$ cat src/inc/flash_guard_params.svh
// constants of the flash status and protection guard
// assumes 12-bit APB byte addresses, one register per word
`ifndef FLASH_GUARD_PARAMS_SVH
`define FLASH_GUARD_PARAMS_SVH
`define IDX_CONFIG   10'h003
`define IDX_PROTECT  10'h004
`define IDX_STATUS   10'h005
`define IDX_COMMAND  10'h006
`define IDX_EV_STAT  10'h010
`define IDX_EV_MASK  10'h011
`define ST_CBE       7
`define ST_CCF       6
`define ST_PVL       5
`define ST_ACC       4
`define ST_RSVD      3
`define ST_BLK       2
`define ST_FAIL      1
`define ST_DONE      0
`define CF_BUFFER_EMPTY_IRQ_ENABLE     7
`define CF_FINISHED_IRQ_ENABLE      6
`define CMD_VERIFY   8'h05
`define CMD_PROG     8'h20
`define CMD_SECTOR   8'h40
`define CMD_MASS     8'h41
`define CMD_RD_MASK  8'h65
`define PR_OPEN      7
`define PR_HDIS      5
`define PR_LDIS      2
`define PROT_RESET   8'hff
`define CFG_RESET    8'h00
`define EV_CBE       0
`define EV_CCF       1
`define EV_PVL       2
`define EV_ACC       3
`define EV_N         4
`endif

$ cat src/inc/flash_guard_pkg.sv
// types shared by the flash status and protection guard
// assumes nothing beyond the constants header
package flash_guard_pkg;
    typedef logic [7:0]  byte_t;
    typedef logic [31:0] word_t;
    typedef logic [11:0] addr_t;
    typedef logic [8:0]  cover_t;
    typedef enum logic [1:0] {SEQ_IDLE, SEQ_ADDR, SEQ_CMD} seq_state_t;
endpackage : flash_guard_pkg

$ cat src/design/event_irq.sv
// sticky event flags with write-one-to-clear and a mask
// assumes set pulses and clear strobes on the same clock
`timescale 1ns/1ps
module event_irq
#(
    parameter int N = 4
)
(
    input  wire logic         clk,
    input  wire logic         rst,
    input  wire logic [N-1:0] ev_set,
    input  wire logic         clr_we,
    input  wire logic [N-1:0] clr_bits,
    input  wire logic         mask_we,
    input  wire logic [N-1:0] mask_wd,
    output logic      [N-1:0] stat_q,
    output logic      [N-1:0] mask_q,
    output logic              irq_any
);
    initial
    begin
        if (N < 1 || N > 8)
            $error("event_irq: N must be 1 to 8");
    end

    genvar i;
    generate
        for (i = 0; i < N; i++)
        begin : g_bit
            // set beats a clear in the same cycle
            wire d = ev_set[i] | (stat_q[i] & ~(clr_we & clr_bits[i]));
            always_ff @(posedge clk)
            begin
                if (rst)
                    stat_q[i] <= 1'b0;
                else
                    stat_q[i] <= d;
            end
        end
    endgenerate

    always_ff @(posedge clk)
    begin
        if (rst)
            mask_q <= '0;
        else if (mask_we)
            mask_q <= mask_wd;
    end

    assign irq_any = |(stat_q & mask_q);
endmodule : event_irq

$ cat src/design/flash_status_and_protect_guard.sv
// command status, protection guard and command queue of a flash
// controller; the erase/program engine sits outside and reports back
// through CMD_DONE and the verify strobes
//
// The implementer's own choice: the APB slave port.
`timescale 1ns/1ps
`include "flash_guard_params.svh"
// What this block does
// protection may only grow or stay equal, never be lifted
// writes that would lift protection are dropped, register unchanged
// protection register reads back the scenario in force
// normal mode: buffer-empty, violation, error writable; others fixed
// special mode: fail read/write, done read-only; software clears fail
// buffer-empty reads one when buffers free; write one clears it
// zero to buffer-empty mid-sequence aborts and flags access error
// interrupt when buffer-empty and its enable are both set
// finished flag low while buffer full, high once all done
// finished flag stays low while a queued command is taken
// interrupt when finished flag and its enable are both set
// violation on protected program or erase; write one clears; blocks
// access error on sequence fault, illegal code, stop while busy
// access error cleared only by writing one; blocks launch
// blank set by passing verify, cleared by a valid new launch
// special mode fail set by failing verify; write one clears; blocks
// special mode done reads zero while an operation runs
// only the four known command codes are legal
// several clear bits in one status write clear independently
module flash_status_and_protect_guard
(
    input  wire logic                   CORE_CLK,
    input  wire logic                   RST,
    input  wire logic                   PSEL,
    input  wire logic                   PENABLE,
    input  wire logic                   PWRITE,
    input  wire flash_guard_pkg::addr_t PADDR,
    input  wire flash_guard_pkg::word_t PWDATA,
    output flash_guard_pkg::word_t      PRDATA,
    output logic                        PREADY,
    output logic                        PSLVERR,
    input  wire logic                   SPECIAL_MODE,
    input  wire logic                   FLASH_WORD_WR,
    input  wire logic                   FLASH_PROT_HIT,
    input  wire logic                   STOP_REQ,
    input  wire logic                   CMD_DONE,
    input  wire logic                   VERIFY_DONE,
    input  wire logic                   VERIFY_BLANK,
    output logic                        CMD_START,
    output flash_guard_pkg::byte_t      CMD_CODE,
    output logic                        CMD_ACTIVE,
    output flash_guard_pkg::byte_t      PROT_SETTING,
    output logic                        IRQ
);
    import flash_guard_pkg::*;

    function automatic logic is_legal(input byte_t c);
        is_legal = (c == `CMD_VERIFY) || (c == `CMD_PROG) ||
                   (c == `CMD_SECTOR) || (c == `CMD_MASS);
    endfunction : is_legal

    seq_state_t seq_q;
    seq_state_t seq_d;
    byte_t      cfg_q;
    byte_t      buf_cmd_q;
    byte_t      act_cmd_q;
    logic       buf_full_q;
    logic       active_q;
    logic       start_q;
    logic       protect_violation_flag_q;
    logic       access_error_flag_q;
    logic       blank_q;
    logic       fail_q;
    word_t      prdata_q;
    byte_t      prot_q;
    logic       prot_ok;
    logic [`EV_N-1:0] ev_stat;
    logic [`EV_N-1:0] ev_mask;
    logic             ev_irq;

    // bus decode; zero wait states, read data caught in setup
    wire [9:0] idx      = PADDR[11:2];
    wire       aligned  = PADDR[1:0] == 2'b00;
    wire       hit_cfg  = aligned && idx == `IDX_CONFIG;
    wire       hit_prot = aligned && idx == `IDX_PROTECT;
    wire       hit_st   = aligned && idx == `IDX_STATUS;
    wire       hit_cmd  = aligned && idx == `IDX_COMMAND;
    wire       hit_evs  = aligned && idx == `IDX_EV_STAT;
    wire       hit_evm  = aligned && idx == `IDX_EV_MASK;
    wire       hit_any  = hit_cfg | hit_prot | hit_st | hit_cmd |
                          hit_evs | hit_evm;
    wire       setup    = PSEL && !PENABLE;
    wire       access   = PSEL && PENABLE;
    wire       wr       = access && PWRITE && hit_any;
    wire byte_t wd      = PWDATA[7:0];
    wire       st_wr    = wr && hit_st;
    wire       cmd_wr   = wr && hit_cmd;

    // queue: one buffered command behind one active command
    wire buffer_empty_flag = !buf_full_q;
    wire all_commands_finished_flag  = !active_q && !buf_full_q;
    wire start = buf_full_q && (!active_q || CMD_DONE);
    wire special_fail = SPECIAL_MODE && fail_q;

    // sequence decoding
    wire in_seq    = seq_q != SEQ_IDLE;
    wire wr1_cbe   = st_wr && wd[`ST_CBE];
    wire launch_rq = wr1_cbe && buffer_empty_flag && seq_q == SEQ_CMD;
    wire launch    = launch_rq && !access_error_flag_q && !protect_violation_flag_q &&
                     !special_fail;
    wire abort0    = st_wr && !wd[`ST_CBE] && in_seq;
    wire cmd_bad   = cmd_wr && (seq_q != SEQ_ADDR ||
                     !is_legal(wd));
    wire word_bad  = FLASH_WORD_WR && in_seq;
    wire wr1_early = wr1_cbe && buffer_empty_flag && seq_q == SEQ_ADDR;
    wire stop_err  = STOP_REQ && !all_commands_finished_flag;
    wire acc_set   = abort0 | cmd_bad | word_bad | wr1_early | stop_err;
    wire pvl_set   = FLASH_PROT_HIT;
    wire ev_ccf    = active_q && CMD_DONE && !buf_full_q;

    always_comb
    begin
        seq_d = seq_q;
        if (acc_set || pvl_set || launch_rq)
            seq_d = SEQ_IDLE;
        else if (FLASH_WORD_WR && seq_q == SEQ_IDLE)
            seq_d = SEQ_ADDR;
        else if (cmd_wr)
            seq_d = SEQ_CMD;
    end

    // flags: a hardware set wins over a software clear
    wire clr_pvl = st_wr && wd[`ST_PVL];
    wire clr_acc = st_wr && wd[`ST_ACC];
    wire clr_fail = st_wr && wd[`ST_FAIL] && SPECIAL_MODE;
    wire protect_violation_flag_d = pvl_set | (protect_violation_flag_q & !clr_pvl);
    wire access_error_flag_d = acc_set | (access_error_flag_q & !clr_acc);
    wire blank_set = VERIFY_DONE && VERIFY_BLANK;
    wire blank_d = blank_set | (blank_q & !launch);
    wire fail_set = VERIFY_DONE && !VERIFY_BLANK && SPECIAL_MODE;
    wire fail_d = fail_set | (fail_q & !clr_fail);

    always_ff @(posedge CORE_CLK)
    begin
        if (RST)
        begin
            seq_q    <= SEQ_IDLE;
            protect_violation_flag_q  <= 1'b0;
            access_error_flag_q <= 1'b0;
            blank_q  <= 1'b0;
            fail_q   <= 1'b0;
        end
        else
        begin
            seq_q    <= seq_d;
            protect_violation_flag_q  <= protect_violation_flag_d;
            access_error_flag_q <= access_error_flag_d;
            blank_q  <= blank_d;
            fail_q   <= fail_d;
        end
    end

    always_ff @(posedge CORE_CLK)
    begin
        if (RST)
            buf_cmd_q <= 8'h00;
        else if (cmd_wr && !cmd_bad)
            buf_cmd_q <= wd;
    end

    always_ff @(posedge CORE_CLK)
    begin
        if (RST)
        begin
            buf_full_q <= 1'b0;
            active_q   <= 1'b0;
            start_q    <= 1'b0;
            act_cmd_q  <= 8'h00;
        end
        else
        begin
            buf_full_q <= launch | (buf_full_q & !start);
            active_q   <= start | (active_q & !CMD_DONE);
            start_q    <= start;
            if (start)
                act_cmd_q <= buf_cmd_q;
        end
    end

    always_ff @(posedge CORE_CLK)
    begin
        if (RST)
            cfg_q <= `CFG_RESET;
        else if (wr && hit_cfg)
            cfg_q <= wd;
    end

    prot_guard prot_guard_i
    (
        .clk     (CORE_CLK),
        .rst     (RST),
        .wr_en   (wr && hit_prot),
        .wr_data (wd),
        .prot_q  (prot_q),
        .wr_ok   (prot_ok)
    );

    wire [`EV_N-1:0] ev_set;
    assign ev_set[`EV_CBE] = start;
    assign ev_set[`EV_CCF] = ev_ccf;
    assign ev_set[`EV_PVL] = pvl_set;
    assign ev_set[`EV_ACC] = acc_set;

    event_irq #(.N(`EV_N)) event_irq_i
    (
        .clk      (CORE_CLK),
        .rst      (RST),
        .ev_set   (ev_set),
        .clr_we   (wr && hit_evs),
        .clr_bits (wd[`EV_N-1:0]),
        .mask_we  (wr && hit_evm),
        .mask_wd  (wd[`EV_N-1:0]),
        .stat_q   (ev_stat),
        .mask_q   (ev_mask),
        .irq_any  (ev_irq)
    );

    // status readback; fail and done hidden outside special mode
    wire byte_t status_rd;
    assign status_rd[`ST_CBE]  = buffer_empty_flag;
    assign status_rd[`ST_CCF]  = all_commands_finished_flag;
    assign status_rd[`ST_PVL]  = protect_violation_flag_q;
    assign status_rd[`ST_ACC]  = access_error_flag_q;
    assign status_rd[`ST_RSVD] = 1'b0;
    assign status_rd[`ST_BLK]  = blank_q;
    assign status_rd[`ST_FAIL] = SPECIAL_MODE && fail_q;
    assign status_rd[`ST_DONE] = SPECIAL_MODE && !active_q;

    wire byte_t cmd_rd = in_seq ? (buf_cmd_q & `CMD_RD_MASK) : 8'h00;
    wire byte_t rd_byte =
        hit_cfg  ? cfg_q :
        hit_prot ? prot_q :
        hit_st   ? status_rd :
        hit_cmd  ? cmd_rd :
        hit_evs  ? {4'h0, ev_stat} :
        hit_evm  ? {4'h0, ev_mask} : 8'h00;

    always_ff @(posedge CORE_CLK)
    begin
        if (RST)
            prdata_q <= 32'h0000_0000;
        else if (setup)
            prdata_q <= {24'h00_0000, rd_byte};
    end

    wire irq_cbe = buffer_empty_flag && cfg_q[`CF_BUFFER_EMPTY_IRQ_ENABLE];
    wire irq_ccf = all_commands_finished_flag && cfg_q[`CF_FINISHED_IRQ_ENABLE];

    assign PRDATA       = prdata_q;
    assign PREADY       = 1'b1;
    assign PSLVERR      = access && !hit_any;
    assign CMD_START    = start_q;
    assign CMD_CODE     = act_cmd_q;
    assign CMD_ACTIVE   = active_q;
    assign PROT_SETTING = prot_q;
    assign IRQ          = irq_cbe | irq_ccf | ev_irq;

    property p_cbe_irq;
        @(posedge CORE_CLK) disable iff (RST)
        (buffer_empty_flag && cfg_q[`CF_BUFFER_EMPTY_IRQ_ENABLE]) |-> IRQ;
    endproperty
    a_cbe_irq : assert property (p_cbe_irq)
        else $error("buffer empty interrupt missing");

    property p_ccf_irq;
        @(posedge CORE_CLK) disable iff (RST)
        (status_rd[`ST_CCF] && cfg_q[`CF_FINISHED_IRQ_ENABLE]) |-> IRQ;
    endproperty
    a_ccf_irq : assert property (p_ccf_irq)
        else $error("finished interrupt missing");

    property p_ccf_low;
        @(posedge CORE_CLK) disable iff (RST)
        !status_rd[`ST_CBE] |-> !status_rd[`ST_CCF];
    endproperty
    a_ccf_low : assert property (p_ccf_low)
        else $error("finished flag high while buffer full");

    property p_queue_take;
        @(posedge CORE_CLK) disable iff (RST)
        (active_q && buf_full_q && CMD_DONE) |=>
            (!status_rd[`ST_CCF] && active_q);
    endproperty
    a_queue_take : assert property (p_queue_take)
        else $error("finished flag rose with a queued command");

    property p_abort;
        @(posedge CORE_CLK) disable iff (RST)
        (st_wr && !wd[`ST_CBE] && seq_q != SEQ_IDLE) |=>
            (access_error_flag_q && seq_q == SEQ_IDLE);
    endproperty
    a_abort : assert property (p_abort)
        else $error("zero to buffer empty did not abort");

    property p_block;
        @(posedge CORE_CLK) disable iff (RST)
        (access_error_flag_q || protect_violation_flag_q) |=> !buf_full_q || $past(buf_full_q);
    endproperty
    a_block : assert property (p_block)
        else $error("command launched while an error flag was set");

    property p_protect_violation_flag;
        @(posedge CORE_CLK) disable iff (RST)
        FLASH_PROT_HIT |=> status_rd[`ST_PVL];
    endproperty
    a_protect_violation_flag : assert property (p_protect_violation_flag)
        else $error("violation flag not set");

    property p_hidden;
        @(posedge CORE_CLK) disable iff (RST)
        !SPECIAL_MODE |-> (!status_rd[`ST_FAIL] && !status_rd[`ST_DONE] &&
                           !status_rd[`ST_RSVD]);
    endproperty
    a_hidden : assert property (p_hidden)
        else $error("fail or done visible in normal mode");

    property p_done;
        @(posedge CORE_CLK) disable iff (RST)
        SPECIAL_MODE |-> (status_rd[`ST_DONE] == !CMD_ACTIVE);
    endproperty
    a_done : assert property (p_done)
        else $error("done flag does not track activity");

    property p_illegal;
        @(posedge CORE_CLK) disable iff (RST)
        (cmd_wr && !is_legal(wd)) |=> access_error_flag_q;
    endproperty
    a_illegal : assert property (p_illegal)
        else $error("illegal command not flagged");

    // buffered code must reach the engine with the start strobe
    property p_take_cmd;
        @(posedge CORE_CLK) disable iff (RST)
        start |=>
            (CMD_START && CMD_ACTIVE && CMD_CODE == $past(buf_cmd_q));
    endproperty
    a_take_cmd : assert property (p_take_cmd)
        else $error("buffered command not handed to the engine");

    property p_prot_drop;
        @(posedge CORE_CLK) disable iff (RST)
        (wr && hit_prot && !prot_ok) |=>
            (PROT_SETTING == $past(PROT_SETTING));
    endproperty
    a_prot_drop : assert property (p_prot_drop)
        else $error("lifting protection write was taken");
endmodule : flash_status_and_protect_guard

$ cat src/design/prot_guard.sv
// protection setting register that only accepts added protection
// assumes writes arrive as one-cycle strobes on the core clock
`timescale 1ns/1ps
`include "flash_guard_params.svh"
module prot_guard
(
    input  wire logic                  clk,
    input  wire logic                  rst,
    input  wire logic                  wr_en,
    input  wire flash_guard_pkg::byte_t wr_data,
    output flash_guard_pkg::byte_t     prot_q,
    output logic                       wr_ok
);
    import flash_guard_pkg::*;

    // size code to nested pieces, smallest piece always included
    function automatic logic [3:0] thermo(input logic [1:0] s);
        thermo = {s == 2'b11, s[1], |s, 1'b1};
    endfunction : thermo

    // protected pieces: {rest of array, 4 high pieces, 4 low pieces}
    function automatic cover_t coverage(input byte_t p);
        logic [3:0] hi;
        logic [3:0] lo;
        hi = thermo(p[4:3]);
        lo = thermo(p[1:0]);
        if (p[`PR_OPEN])
            coverage = {1'b0, p[`PR_HDIS] ? 4'h0 : hi,
                        p[`PR_LDIS] ? 4'h0 : lo};
        else
            coverage = {1'b1, p[`PR_HDIS] ? 4'hf : ~hi,
                        p[`PR_LDIS] ? 4'hf : ~lo};
    endfunction : coverage

    wire cover_t old_cov = coverage(prot_q);
    wire cover_t new_cov = coverage(wr_data);

    // any piece losing protection makes the whole write void
    assign wr_ok = (old_cov & ~new_cov) == 9'h000;

    always_ff @(posedge clk)
    begin
        if (rst)
            prot_q <= `PROT_RESET;
        else if (wr_en && wr_ok)
            prot_q <= wr_data;
    end

    property p_prot_mono;
        @(posedge clk) disable iff (rst)
        (prot_q != $past(prot_q)) |->
            ((coverage($past(prot_q)) & ~coverage(prot_q)) == 9'h000);
    endproperty
    a_prot_mono : assert property (p_prot_mono)
        else $error("protection was lifted");

    property p_prot_hold;
        @(posedge clk) disable iff (rst)
        (wr_en && !wr_ok) |=> (prot_q == $past(prot_q));
    endproperty
    a_prot_hold : assert property (p_prot_hold)
        else $error("rejected protection write changed the register");
endmodule : prot_guard

$ cat config.mk
export PLATFORM = sky130hd
export DESIGN_NAME = flash_status_and_protect_guard
export DESIGN_NICKNAME = d
export VERILOG_FILES = /design/src/inc/flash_guard_pkg.sv /design/src/design/event_irq.sv /design/src/design/flash_status_and_protect_guard.sv /design/src/design/prot_guard.sv
export VERILOG_INCLUDE_DIRS = /design/src /design/src/inc
export SDC_FILE = /design/constraint.sdc
export NUM_CORES = 1
export LEC_CHECK = 0
export ABC_AREA = 0
export BUFFER_PORTS_ARGS = -buffer_cell sky130_fd_sc_hd__buf_2
export CORE_ASPECT_RATIO = 1.4
export CORE_MARGIN = 5
export CORE_UTILIZATION = 51
export DETAILED_ROUTE_END_ITERATION = 10
export PLACE_DENSITY_LB_ADDON = 0.12
export SYNTH_ARGS = -nofsm -noshare
export SYNTH_HDL_FRONTEND = slang
export SYNTH_HIERARCHICAL = 1
export SYNTH_SLANG_ARGS = --single-unit
$ cat constraint.sdc
create_clock -name CORE_CLK -period 2.5 [get_ports CORE_CLK]
set_input_delay 0.25 -clock CORE_CLK [delete_from_list [all_inputs] [get_ports CORE_CLK]]
set_output_delay 0.25 -clock CORE_CLK [all_outputs]
set_load 0.005 [all_outputs]
# [Word-level counts from Yosys, hierarchy flattened]
# Cells that the tools add are included.
[word_totals] reg_bits=57 in_bits=56 out_inout_bits=53 word_cells=185
[classes] n_eq_ne=17 muxes=19 bitwise=46 reduce_logical=84
[ops] cell="$logic_and 1x1->1" n=47
[ops] cell="$mux 4" n=10
[ops] cell="$eq 10x3->1 const B" n=3
[ops] cell="$mux 8" n=3
[ops] cell="$or 1x1->1" n=21
[ops] cell="$eq 10x5->1 const B" n=2
[ops] cell="$logic_not 1->1" n=18
[ops] cell="$mux 9" n=2
[ops] cell="$eq 8x7->1 const B" n=2
[ops] cell="$not 4->4" n=4
[ops] cell="$and 1x1->1" n=14
[ops] cell="$mux 7" n=2
[ops] cell="$eq 10x2->1 const B" n=1
[ops] cell="$eq 2x2->1 const B" n=5
[ops] cell="$reduce_or 2->1" n=5
[ops] cell="$and 9x9->9" n=1
[ops] cell="$logic_not 9->1" n=1
[ops] cell="$not 9->9" n=1
[ops] cell="$eq 8x3->1 const B" n=1
[ops] cell="$eq 8x6->1 const B" n=1
[ops] cell="$logic_or 1x1->1" n=7
[ops] cell="$and 4x4->4" n=1
[ops] cell="$logic_not 2->1" n=2
[ops] cell="$not 1->1" n=4
[ops] cell="other kinds (6)" n=8

# [Depth between registers and ports, before layout]
# Gate-level depths: netlist of run 1.
[logic_depth] depth_word=18 depth_mapped=8 mapped_depth_nobuf=7

# [By module]
# The synthesis of run 1 kept the hierarchy.
[by_module_without_submodules] mod="flash_status_and_protect_guard" n_inst=1 cells_each=288 area_each_um2=2349.8 seq_area_each_um2=820.8
[by_module_without_submodules] mod="prot_guard" n_inst=1 cells_each=71 area_each_um2=633.1 seq_area_each_um2=160.2
[by_module_without_submodules] mod="event_irq" n_inst=1 cells_each=33 area_each_um2=315.3 seq_area_each_um2=160.2

# [Worst setup path before layout of run 1]
# Ideal clock, no wire load.
[synth_path] path_type="input -> register" startpoint="input port PADDR[1]" endpoint="register prot_guard_i.prot_q[0]" setup_ns=0.120 t_arrival_ns=2.019 required_ns=2.380 path_slack_ns=0.361 stages=7 n_path_buf=0 path_cell_list="nor4_2 -> nand2_1 -> nor2_1 -> and3_1 -> nor3b_2 -> a21boi_0 -> a211o_1"
[synth_via] elab_chain_len=10 elab_cells_between_ends=15 classes_between="bitwise: 5; reduce/logical: 10"
[synth_rtl] element="from (decl)" line="flash_status_and_protect_guard.sv:35" source="input wire flash_guard_pkg::addr_t PADDR,"
[synth_rtl] element="$logic_not 2->1 *" line="flash_status_and_protect_guard.sv:81" source="wire aligned = PADDR[1:0] == 2'b00;"
[synth_rtl] element="$logic_and 1x1->1 (no line)"
[synth_rtl] element="$or 1x1->1 (4 in a row)" line="flash_status_and_protect_guard.sv:88" source="wire hit_any = hit_cfg | hit_prot | hit_st | hit_cmd |"
[synth_rtl] element="$or 1x1->1" line="flash_status_and_protect_guard.sv:89" source="hit_evs | hit_evm;"
[synth_rtl] element="$logic_and 1x1->1" line="flash_status_and_protect_guard.sv:92" source="wire wr = access && PWRITE && hit_any;"
[synth_rtl] element="$logic_and 1x1->1 *" line="flash_status_and_protect_guard.sv:200" source=".wr_en (wr && hit_prot),"
[synth_rtl] element="$logic_and 1x1->1 *" line="prot_guard.sv:45" source="else if (wr_en && wr_ok)"
[synth_rtl] element="to (signal assigned)" line="prot_guard.sv:44" source="prot_q <= `PROT_RESET;"
[synth_rtl] element="to (signal assigned)" line="prot_guard.sv:46" source="prot_q <= wr_data;"
[synth_rtl] element="to (decl)" line="prot_guard.sv:11" source="output flash_guard_pkg::byte_t prot_q,"
# Mark *: on every way between the ends. The rest lies on a longest branch, timed or not.
# A chain may end at the register's enable or synchronous reset.

# [Worst setup path after layout of run 1]
[layout_path] startpoint="register prot_guard_i.prot_q[4]" endpoint="register prot_guard_i.prot_q[2]"
[layout_via] elab_chain_len=7 elab_cells_between_ends=9 classes_between="eq/ne: 1; mux: 3; bitwise: 2; reduce/logical: 3"
[layout_rtl] element="$eq 2x2->1 / $reduce_or 2->1 (equally long branches)" line="prot_guard.sv:18" source="thermo = {s == 2'b11, s[1], |s, 1'b1};"
[layout_rtl] element="$not 4->4" line="prot_guard.sv:31" source="coverage = {1'b1, p[`PR_HDIS] ? 4'hf : ~hi,"
[layout_rtl] element="$mux 4" line="prot_guard.sv:31"
[layout_rtl] element="$mux 9 *" line="prot_guard.sv:27" source="if (p[`PR_OPEN])"
[layout_rtl] element="$and 9x9->9 *" line="prot_guard.sv:39" source="assign wr_ok = (old_cov & ~new_cov) == 9'h000;"
[layout_rtl] element="$logic_not 9->1 *" line="prot_guard.sv:39"
[layout_rtl] element="$logic_and 1x1->1 *" line="prot_guard.sv:45"
# Marks and branches as above.

==> run summary, run 1 <==
The shortest clock period the worst path allows after layout came out at 2.201 ns. The category of the worst setup path capture point is a flop. The number of clock buffers inserted by TritonCTS is 9. Across the run, the number of max-cap violations was 0. The all-layer global routing usage came out at 0.2198.

The number of buffers and inverters on the critical path is 0. The worst relative slew slack is 0.6055. The final standard cell area without fillers came out at 3796 um^2. The number of pins exceeding their max-slew limit in the final report was 0.

The combined area of all synthesized cells is 3291 um^2. For this design the ratio of total power to cell area is 543.4 nW/um^2. The combinational group share of total power is 0.093. The final layout contains routed wiring with a total length of 9163 um. The row count came out at 34. The run finished with clean final reports. The total count of hold-check failures in the final report is 0.

The share of the core filled with cells in the final layout is 0.6070. The detailed router's first-iteration violation count is 227. The clock passes through at most 2 buffers.

The maximum number of pins on one net before global-route repair is 33. The critical path goes through o21bai_1 > a32oi_1 > o221a_1 > a2111oi_4 > and2_1 > a211o_1. VDD sags by at most 0.4848 mV. TritonCTS built the clock tree.

The analysis attributes to net switching a power of 0.5193 mW. The post-route worst setup slack came out at 0.2991 ns. For this design, the CTS-stage hold fixing added 0 buffers. Hold timing on the final database bottoms out at a slack of 0.1935 ns. The top achievable clock speed is 454.4 MHz.

Once the clock tree was built, the setup fixing pass inserted 0 buffers. Once detail routing completed, the nets flagged for antenna violations numbered 0. The die boundary height came out at 105.0 um. The HPWL after detailed placement came out at 6897 um. Detailed routing inserted a total of 3065 vias. The clock latency on the worst-skew pair came out at 0.33 ns. The ratio of final minimum period to clock period came out at 0.8804. The final sum of negative setup slack is 0 ns. Counting every sink on the clock net gives 57. The cell sitting at the root of the clock tree is a sky130_fd_sc_hd__clkbuf_8. The initial antenna violation count is 0. The post-place instance area came out at 3577 um^2. The final global-route overflow total came out at 0.

The number of diodes came out at 0. The core region is 6254 um^2. The clock tree skew after final layout is 0.007251 ns.

The share of total power consumed by net switching is 0.2518. The critical path in this run is classified as flop to flop. The via count of the first global-routing pass came out at 2900. The sequential cell fraction of total power came out at 0.447.

The post-route total power came out at 2.063 mW. The yosys synthesis warning count came out at 6. The final-report setup violation count came out at 0. On the critical path the largest part of the delay comes from compound AO/OA/AOI/OAI gates. The area added between synthesis and finish came out at 15.36%. The average size of a mapped cell came out at 8.416 um^2. After clock tree synthesis, the clock-pin slew on the worst setup and hold paths is 0.07 ns. The pre-CTS setup slack is 0.2177 ns.

The peak fanout along the critical path is 9. Post-CTS repair changed the size of 0 cells. The instance count of the mapped netlist is 391. The number of standard cells in the final layout excluding fillers came out at 531. The quantity of I/O buffers inserted on ports came out at 59.

The initial utilization of the core area, before any placement, comes to 0.5262. After the last flow step, the layout net total stands at 510. The transition at the pin with the smallest max-transition slack came out at 0.5917 ns. The fraction of final layout cells with drive strength greater than 1 is 0.2331. The total die area is 8181 um^2. The total number of H-tree levels is 3.

Setup repair after global routing left no endpoint under its margin. The class of the tightest hold or removal check is input pin to flop. The largest single stage delay on the critical path is 0.56 ns.

STA classifies the critical path startpoint as a flop. On the critical path, the stage with the largest delay is an instance of sky130_fd_sc_hd__a2111oi_4. The DRC violation count after routing came out at 0. The number of I/O pins is 109.

The leakage power is 1.520 nW. The routed wire length per instance came out at 17.26 um. The last weighted congestion value of the routability-driven placer came out at 0.8894. The internal power of the cells came out at 1.543 mW. Of the total power, the clock network draws 0.460. The wire length of the first global-routing pass is 14490 um. The overall die width is 77.89 um. Using the TritonRoute via totals, the vias-per-cell ratio works out to 5.772.

The first TritonRoute pass finished after 5 iterations. The data required time of the worst path is 2.78 ns. In this run, placement finished with an instance count of 515. The data arrival time of the worst path is 2.48 ns.
==> power by group through the flow <==
| stage | clock, mW | combinational [mW] | sequential (mW) |
|---|---|---|---|
| floorplan | 0 | 0.137 | 0.941 |
| detailed placement | 0 | 0.187 | 0.943 |
| CTS | 0.958 | 0.188 | 0.922 |
| finish | 0.948 | 0.192 | 0.923 |
| global placement | 0 | 0.184 | 0.943 |
| global route | 1.00 | 0.207 | 0.923 |
==> sequential cells by signal, indices dropped and copies added (netlist names), 2 cells and up <==
| signal | flops |
|---|---|
| prot_guard_i/prot_q | 8 |
| event_irq_i/mask_q | 4 |
| PRDATA | 8 |
| cfg_q | 8 |
| event_irq_i/stat_q | 4 |
| seq_q | 2 |
| buf_cmd_q | 8 |
| CMD_CODE | 8 |
==> routing by layer <==
metal	global-route usage	vias to the layer above	routed length [um]
li1	-	1495	-
met1	0.2605	1437	3730
met2	0.3865	124	4686
met3	0.04819	9	649
met4	0.07125	0	95
met5	0	-	0
==> path summary, 6_finish.rpt <==
check | startpoint | end | slack [ns] | cells after the start
worst max-delay path | prot_guard_i/prot_q[4] | prot_guard_i/prot_q[2] | 0.30 | 6
worst min-delay path | VERIFY_BLANK | blank_q | 0.19 | 3
worst max register to register | prot_guard_i/prot_q[4] | prot_guard_i/prot_q[2] | 0.30 | 6
worst min register to register | cfg_q[1] | cfg_q[1] | 0.45 | 2
==> placed cells by master, fill, tap and decap left out, types with 7 or more instances in the layout <==
cell	count
sky130_fd_sc_hd__a22oi_1	7
sky130_fd_sc_hd__dfxtp_1	57
sky130_fd_sc_hd__inv_1	12
sky130_fd_sc_hd__a21oi_1	29
sky130_fd_sc_hd__o21ai_0	14
sky130_fd_sc_hd__nand3_1	16
sky130_fd_sc_hd__a211o_1	8
sky130_fd_sc_hd__buf_2	59
sky130_fd_sc_hd__clkbuf_8	9
sky130_fd_sc_hd__conb_1	25
sky130_fd_sc_hd__mux2i_1	12
sky130_fd_sc_hd__nand2_1	41
sky130_fd_sc_hd__buf_4	14
sky130_fd_sc_hd__nor2_1	32
==> area by class of cell <==
class                   count  area, um^2
fillers                   593        2457
clock inverters             7       95.09
well taps                  72       90.09
multi-input cells         300        1897
repair buffers             73       400.4
clock buffers               9       123.9
inverters                  13       48.80
flip-flops and latches     57        1141
==> worst min-delay path: cells and delay by family <==
| family | cells | cell delay, ns |
|---|---|---|
| simple gates | 1 | 0.08 |
| buf+inv | 1 | 0.09 |
| compound gates | 1 | 0.07 |
Note: power is estimated with default switching activity, not from simulation.
==> run 2: changes to the inputs <==
--- a/config.mk
+++ b/config.mk
@@ -10,10 +10,11 @@
 export BUFFER_PORTS_ARGS = -buffer_cell sky130_fd_sc_hd__buf_2
 export CORE_ASPECT_RATIO = 1.4
 export CORE_MARGIN = 5
-export CORE_UTILIZATION = 51
+export CORE_UTILIZATION = 52
+export CTS_BUF_LIST = sky130_fd_sc_hd__clkbuf_2
+export CTS_CLUSTER_SIZE = 14
 export DETAILED_ROUTE_END_ITERATION = 10
 export PLACE_DENSITY_LB_ADDON = 0.12
 export SYNTH_ARGS = -nofsm -noshare
 export SYNTH_HDL_FRONTEND = slang
-export SYNTH_HIERARCHICAL = 1
 export SYNTH_SLANG_ARGS = --single-unit
==> run 2 against run 1 <==
Effect of this change:
- wire length decreased by 4.3%
- synthesized cell count decreased by 4.1%
- first-iteration DRC count decreased by 1.8%
- design area decreased by 7.1%
- combinational power decreased by 14%
- largest power group is now registers
- die area decreased by 6.8%
- largest cell class unchanged
==> run summary, run 2 <==
The flow ran to the end, and the final reports show no timing, DRC or antenna violations. The number of diodes is 0 (unchanged). The shortest clock period the worst path allows after layout is 2.201 ns (+0.0004840 ns). The buffer levels on the longest clock path is 2 (unchanged). The effective utilization at floorplan was 0.5326 (+0.006349). For hold timing, the worst endpoint is event_irq_i.stat_q[2]. Traced cell by cell, the critical path runs through buf_2 > or4_1 > buf_4 > nor3_1 > buf_4 > a221oi_1 > buf_2. The slowest stage of the critical path belongs to the cell sky130_fd_sc_hd__or4_1. The total number of H-tree levels came out at 3 (unchanged). The worst setup path is launched from an input pin.

The share of total power consumed by net switching came out at 0.3021 (+0.05029). The final sum of negative setup slack is 0 ns (unchanged). Among all flip-flop cells after synthesis, the most frequent one is sky130_fd_sc_hd__dfxtp_1.

In the layout the commonest cells are sky130_fd_sc_hd__buf_2, sky130_fd_sc_hd__dfxtp_1, sky130_fd_sc_hd__nor2_1. After synthesis, the share of flip-flops with an asynchronous set or reset is 0. The register area share after synthesis is 0.3680.

The combinational group share of total power came to 0.105 (+0.012). The cell sitting at the root of the clock tree is a sky130_fd_sc_hd__clkbuf_2. The area fraction of the dominant cell type after synthesis is 0.3680. The category of the most critical setup path is input pin to primary output. The synthesized design spends more area on one cell type than any other, namely sky130_fd_sc_hd__dfxtp_1.

The initial antenna violation count is 0 (unchanged). The maximum ir drop on the vdd rail came out at 0.4386 mV (-9.5%). The HPWL after detailed placement is 6680 um (-3.1%).

The number of vias after detailed routing came out at 2936 (-4.2%). Leaving out fill and tap cells, the most frequent cell in the layout is sky130_fd_sc_hd__buf_2. The endpoint identified for the worst register-to-register timing path is prot_guard_i.prot_q[3].

The clock-pin transition on the worst setup and hold timing paths came out at 0.17 ns (+0.10 ns). The internal power of the cells came out at 1.105 mW (-28%). The most common cell in the synthesized netlist is sky130_fd_sc_hd__dfxtp_1. The fraction of final layout cells with drive strength greater than 1 came to 0.2247 (-0.008396). Yosys attributes the largest share of cell area to sky130_fd_sc_hd__dfxtp_1, sky130_fd_sc_hd__mux2i_1, sky130_fd_sc_hd__nor2_1. The data arrival time of the worst path was 1.95 ns (-0.53 ns). The number of gates given a new drive strength after cts is 0 (unchanged). The average size of a mapped cell came out at 8.268 um^2 (-1.8%). The leakage power is 1.481 nW (-2.6%). The via count of the first global-routing pass is 2678 (-7.7%). The peak fanout along the critical path came out at 5 (-4).

The detailed router's first-iteration violation count was 223 (-1.8%). The maximum number of pins on one net before global-route repair came out at 29 (-12%). The worst relative slew slack came to 0.6095 (+0.003998). The instance count of the mapped netlist is 375 (-4.1%). The number of enable flip-flop cells after synthesis is 0.

In this run the critical register-to-register path is launched from prot_guard_i.prot_q[4]. The worst setup path is captured at a primary output. The number of distinct standard cells referenced by the synthesized netlist is 60.

The part of the power in the clock network is 0.310 (-0.150). The filler cell count came to 559 (-5.7%). The clock latency on the worst-skew pair is 0.48 ns (+0.15 ns). The clock tree skew after final layout came out at 0.02313 ns (+0.01588 ns).

The final global-route overflow total came out at 0 (unchanged). The final standard cell area without fillers is 3527 um^2 (-7.1%). The net load switching power came out at 0.4784 mW (-7.9%).

The post-route worst setup slack is 0.2986 ns (-0.0004840 ns). The number of sinks handled by clock tree synthesis came out at 57 (unchanged). The top achievable clock speed came out at 454.3 MHz (about the same). The routed wire length per instance is 17.03 um (-1.3%). The number of clock buffers inserted by TritonCTS is 9 (unchanged). The yosys synthesis warning count is 0 (-6). The area added between synthesis and finish is 13.76%. The instance count along the most critical hold path is 3 (unchanged). The post-place instance area came out at 3436 um^2 (-4.0%). Setup repair after global routing left no endpoint under its margin. The post-synthesis sequential element count came out at 57. The ratio of routed vias to standard cells was 5.701 (-1.2%). TritonCTS built the clock tree. The row count is 33 (-2.9%). The number of pins exceeding their max-slew limit in the final report was 0 (unchanged). The net total in the final layout came to 496 (-2.7%). The routed wire length came to 8770 um (-4.3%). The total count of hold-check failures in the final report is 0 (unchanged). The combined area of all synthesized cells is 3100 um^2 (-5.8%). The commonest cells after synthesis are sky130_fd_sc_hd__dfxtp_1, sky130_fd_sc_hd__nor2_1, sky130_fd_sc_hd__nand2_1. The post-CTS setup-driven buffer insertion count is 0 (unchanged). The data required time of the worst path came to 2.25 ns (-0.53 ns). The transition at the pin with the smallest max-transition slack is 0.5845 ns (-0.007201 ns). The depth of the most critical reg-to-reg path is 6 (unchanged). The wire length of the first global-routing pass came to 13420 um (-7.4%).

The sequential cell fraction of total power is 0.585 (+0.138). The remaining antenna violation count after routing is 0 (unchanged). The all-layer global routing usage came to 0.2336 (+0.01377). The number of I/O pins came out at 109 (unchanged).

The quantity of I/O buffers inserted on ports is 59 (unchanged). The last weighted congestion value of the routability-driven placer came out at 0.9409 (+5.8%). The overall die width came to 75.26 um (-3.4%). The peak per-stage delay on the critical path is 0.66 ns (+0.10 ns).

The total die area came out at 7629 um^2 (-6.8%). The area inside the core boundary is 5822 um^2 (-6.9%). The power density of the placed cells is 449.0 nW/um^2 (-17%). The die boundary height came to 101.4 um (-3.5%).

The number of buffers added to fix hold violations after cts came out at 0 (unchanged). The DRC violation count after routing is 0 (unchanged). The max-cap check violation count is 0 (unchanged). The class of the tightest hold or removal check is input pin to flop.

In this run the most critical hold path is launched from FLASH_PROT_HIT. The pre-CTS setup slack is 0.04784 ns (-0.1698 ns). The register-to-register setup slack is 0.61 ns (+0.31 ns). The share of the core filled with cells in the final layout is 0.6058 (-0.001197). The final-report setup violation count came out at 0 (unchanged).

The ratio of final minimum period to clock period came out at 0.8806 (about the same). The total iterations of the first detailed-routing run is 5 (unchanged).
## run 2: cell families (layout without fill, tap and decap cells)
kind of cell,after synthesis,in the layout,synth area share
other,2,25,0.002422
buffers and inverters,53,100,0.09524
muxes,28,28,0.09080
and+or+nand+nor,160,160,0.2768
AOI/OAI and AO/OA,75,75,0.1667
DFF,57,57,0.3680
## run 2: stage by stage
stage          std cells  hold slack, ns  power, mW
2_1_floorplan        398          0.3601      1.071
3_3_place_gp         499          0.4395      1.106
3_5_place_dp         499          0.4419      1.108
4_1_cts              515         0.02478      1.599
5_1_grt              515         0.01266      1.671
6_report             515         0.06324      1.584
## run 2: power groups by stage
stage,clock network (mW),logic [mW],registers [mW]
6_report,0.491,0.166,0.927
5_1_grt,0.559,0.183,0.929
4_1_cts,0.509,0.164,0.927
3_5_place_dp,0,0.163,0.946
3_3_place_gp,0,0.161,0.945
2_1_floorplan,0,0.127,0.944
## run 2: how the worst max path moves through the flow
stage               startpoint      endpoint  slack, ns  depth (start not counted)
floorplan            PADDR[10]  buf_cmd_q[0]       0.27                          7
global placement     PADDR[10]      seq_q[1]       0.11                          8
detailed placement   PADDR[10]      seq_q[1]       0.05                          8
CTS                  PADDR[10]       PSLVERR       0.32                          7
global route         PADDR[10]       PSLVERR       0.23                          7
finish               PADDR[10]       PSLVERR       0.30                          7
## run 2: cell type report
type | instances | area, um^2 | area share
clock inverters | 7 | 46.29 | 0.01313
flip-flops and latches | 57 | 1141 | 0.3235
repair buffers | 77 | 430.4 | 0.1220
inverters | 7 | 26.28 | 0.007449
well taps | 70 | 87.58 | 0.02483
multi-input cells | 288 | 1750 | 0.4963
clock buffers | 9 | 45.04 | 0.01277
## run 2: critical path, delay by kind of cell
family                 cells  cell delay, ns
AOI/OAI and AO/OA          1            0.10
buffers and inverters      4            0.65
and+or+nand+nor            2            0.94
## run 2: routing by layer
layer / GRT usage / vias to the layer above / share of wire
met3: 0.04270 / 26 / 0.071
met1: 0.2959 / 1366 / 0.42
met2: 0.3685 / 122 / 0.47
met5: 0 / - / 0
met4: 0.1306 / 0 / 0.041
li1: - / 1422 / -
==> run 3: changes to the inputs <==
--- a/config.mk
+++ b/config.mk
@@ -6,11 +6,11 @@
 export SDC_FILE = /design/constraint.sdc
 export NUM_CORES = 1
 export LEC_CHECK = 0
-export ABC_AREA = 0
+export ABC_AREA = 1
 export BUFFER_PORTS_ARGS = -buffer_cell sky130_fd_sc_hd__buf_2
 export CORE_ASPECT_RATIO = 1.4
 export CORE_MARGIN = 5
-export CORE_UTILIZATION = 52
+export CORE_UTILIZATION = 25
 export CTS_BUF_LIST = sky130_fd_sc_hd__clkbuf_2
 export CTS_CLUSTER_SIZE = 14
 export DETAILED_ROUTE_END_ITERATION = 10
==> run 3 against run 2 <==
Effect of this change:
- area after synthesis rose by 0.28%
- sequential share of layout area fell by 1.5 points
- via count rose by 3.1%
- non-clock buffer count fell by 7
- core utilization fell by 30 points
- fmax rose by 5.1%
- global-route usage fell by 9.7 points
- sequential power barely moved
- highest routed layer unchanged
- critical path depth fell by 3
==> run summary, run 3 <==
Sorting the synthesized cells by area gives the leading types as sky130_fd_sc_hd__dfxtp_1, sky130_fd_sc_hd__nand2_1, sky130_fd_sc_hd__nand3_1. The detailed router's first-iteration violation count was 122 (-45%). The via count of the first global-routing pass came out at 3020 (+13%). The number of pins exceeding their max-slew limit in the final report is 0 (unchanged). The leakage power came out at 1.752 nW (+18%). The number of gates given a new drive strength after cts is 0 (unchanged). The combined area of all synthesized cells was 3109 um^2 (+0.28%).

The area added between synthesis and finish is 18.91%. The final global-route overflow total is 0 (unchanged). The number of clock buffers inserted by TritonCTS came out at 9 (unchanged). The remaining antenna violation count after routing is 0 (unchanged). The total number of H-tree levels was 3 (unchanged). The clock tree skew after final layout came out at 0.03096 ns (+0.007832 ns). The library cell used most frequently in the layout, excluding fill and tap cells, is sky130_fd_sc_hd__nand2_1.

The overall die width is 104.3 um (+39%). The pre-CTS setup slack is 0.4408 ns (+0.3929 ns). The biggest area contributor in the post-synthesis netlist is sky130_fd_sc_hd__dfxtp_1. The sequential cell fraction of total power came out at 0.465 (-0.120). The quantity of I/O buffers inserted on ports came to 59 (unchanged). The all-layer global routing usage came out at 0.1361 (-0.09749). The final-report setup violation count is 0 (unchanged). The die boundary height came out at 142.0 um (+40%). The critical path goes through a22o_1 > a221oi_1 > o221ai_1 > buf_2.

The effective utilization at floorplan came out at 0.2538 (-0.2788). The total iterations of the first detailed-routing run was 4 (-1). The worst setup path is launched from a flop. The total count of hold-check failures in the final report was 0 (unchanged).

The setup path with the least slack is of type flop to primary output. The filler cell count came out at 1397 (+150%). The number of sinks handled by clock tree synthesis is 57 (unchanged). The most repeated cell in the gate-level netlist after synthesis is sky130_fd_sc_hd__nand2_1. The master cell of the clock root buffer is sky130_fd_sc_hd__clkbuf_2. The fraction of synthesis flops using an asynchronous set or reset pin came out at 0 (unchanged). The data arrival time of the worst path is 1.84 ns (-0.11 ns). The ratio of final minimum period to clock period came out at 0.8378 (-0.04277).

The last weighted congestion value of the routability-driven placer is 0.8394 (-11%). The category of the worst setup path capture point is a primary output. The peak fanout along the critical path is 3 (-2). The run finished with clean final reports.

The end of the worst register-to-register path is prot_guard_i.prot_q[2]. The post-route worst setup slack was 0.4055 ns (+0.1069 ns). The combinational group share of total power is 0.080 (-0.025). The maximum number of pins on one net before global-route repair came to 40 (+38%). TritonCTS built the clock tree. By count the netlist is led by sky130_fd_sc_hd__nand2_1, sky130_fd_sc_hd__dfxtp_1, sky130_fd_sc_hd__inv_1.

The register area share after synthesis came out at 0.3670 (-0.001037). The clock-pin transition on the worst setup and hold timing paths is 0.18 ns (about the same). The DRC violation count after routing was 0 (unchanged). For this design, the slowest cell found on the critical path is sky130_fd_sc_hd__dfxtp_1. The yosys synthesis warning count is 0 (unchanged). The worst hold slack across all endpoints is 0.06251 ns (-0.0007306 ns). The row count was 48 (+45%). Leaving out fill and tap cells, the most frequent cells in the layout are sky130_fd_sc_hd__nand2_1, sky130_fd_sc_hd__buf_2, sky130_fd_sc_hd__dfxtp_1. The internal power of the cells is 1.496 mW (+35%). The power density of the placed cells came out at 538.4 nW/um^2 (+20%). The data required time of the worst path is 2.25 ns (about the same).

In this run the worst hold path is classified as input pin to flop. The wire length of the first global-routing pass is 15730 um (+17%). The net total in the final layout was 558 (+13%). The initial antenna violation count is 1 (+1). The area inside the core boundary is 12250 um^2 (+110%). The average size of a mapped cell came out at 7.148 um^2 (-14%).

The path with the worst hold slack has its endpoint at prot_guard_i.prot_q[4]. The instance count along the most critical hold path is 3 (unchanged). The total die area came to 14800 um^2 (+94%).

The number of distinct standard cells referenced by the synthesized netlist came to 42 (-30%). The instance count of the mapped netlist came out at 435 (+16%). The routed wire length per instance came out at 15.03 um (-12%). The number of enable flip-flop cells after synthesis was 0 (unchanged).

The shortest clock period the worst path allows after layout was 2.094 ns (-0.1069 ns). The ratio of routed vias to standard cells came to 4.602 (-19%). The share of total power consumed by net switching is 0.2486 (-0.05351).

The clock latency on the worst-skew pair is 0.50 ns (+0.02 ns). The post-synthesis sequential element count came out at 57 (unchanged). The final sum of negative setup slack came out at 0 ns (unchanged). The max-cap check violation count came out at 0 (unchanged). The register-to-register setup slack came out at 0.86 ns (+0.25 ns). The buffer levels on the longest clock path is 2 (unchanged). The fraction of final layout cells with drive strength greater than 1 came out at 0.2189 (-0.005784). The worst hold path begins at PWDATA[4]. The routed wire length came out at 9888 um (+13%).

The HPWL after detailed placement is 7670 um (+15%). The area fraction of the dominant cell type after synthesis is 0.3670 (-0.001037). The net load switching power came to 0.4948 mW (+3.4%). The number of I/O pins is 109 (unchanged). Setup repair after global routing left no endpoint under its margin. The flip-flop cell with the highest count after synthesis is sky130_fd_sc_hd__dfxtp_1. The number of vias after detailed routing came out at 3028 (+3.1%). The top achievable clock speed came out at 477.4 MHz (+5.1%). The maximum ir drop on the vdd rail came out at 0.2081 mV (-53%).

The peak per-stage delay on the critical path is 0.38 ns (-0.28 ns). The part of the power in the clock network is 0.455 (+0.145). The source of the worst register-to-register timing path is prot_guard_i.prot_q[1].

The depth of the most critical reg-to-reg path came out at 9 (+3).
## run 3: cell count changes after synthesis, sizes merged, moves of 21 or more
cell	change
a21oi	+21
nand2	+37
mux2i	-27
o21ai	+34
inv	+51
nand3	+32
## run 3: worst max path at each step
stage	startpoint	endpoint	slack (ns)	depth (start not counted)
floorplan	PADDR[1]	event_irq_i.stat_q[0]	0.96	13
global placement	PADDR[1]	cfg_q[0]	0.46	13
detailed placement	PADDR[1]	cfg_q[4]	0.44	13
CTS	event_irq_i.stat_q[0]	IRQ	0.38	4
global route	event_irq_i.stat_q[0]	IRQ	0.32	4
finish	event_irq_i.stat_q[0]	IRQ	0.41	4
## run 3: per-layer routing
metal  track usage  share of wire
met1        0.1588           0.42
met5             0              0
met4       0.06071          0.029
met3       0.03359          0.049
met2        0.2359           0.50
## run 3: area by class of cell
cell class,count,area (um^2),share of cell area
diodes,1,2.502,0.0006768
clock buffers,9,45.04,0.01218
clock inverters,7,132.6,0.03587
inverters,58,220.2,0.05956
multi-input cells,306,1578,0.4267
flip-flops and latches,57,1141,0.3086
well taps,150,187.7,0.05076
repair buffers,70,390.4,0.1056
## run 3: kinds of logic after synthesis
kind of cell / Yosys count / share of synthesized area
simple gates: 179 / 0.2905
compound gates: 102 / 0.1867
buf+inv: 95 / 0.1533
flops: 57 / 0.3670
other cells: 2 / 0.002415
## run 3: power by group through the flow
stage               sequential [mW]  clock (mW)  combinational [mW]
finish                        0.925       0.906               0.160
global route                  0.927       0.981               0.181
CTS                           0.925       0.935               0.161
detailed placement            0.944           0               0.155
global placement              0.944           0               0.152
floorplan                     0.942           0               0.114
## run 3: repair_timing
| action | CTS | global route |
|---|---|---|
| setup buffers | 0 | 0 |
| hold buffers | 5 | 0 |
| endpoints found under the hold margin | 5 | 0 |
## run 3: metrics by stage
stage | util | cells | power [mW] | area [um^2]
after floorplan | - | 458 | 1.056 | 3196
after global placement | 0.2830 | 636 | 1.096 | 3467
after detailed placement | 0.2830 | 636 | 1.098 | 3467
after CTS | 0.3016 | 657 | 2.021 | 3695
after global routing | 0.3018 | 658 | 2.089 | 3697
final | 0.3018 | 658 | 1.991 | 3697
## run 3: critical path, delay by kind of cell (launching register included)
family,cells,cell delay (ns)
flops,1,0.38
buf+inv,1,0.18
compound gates,3,0.79
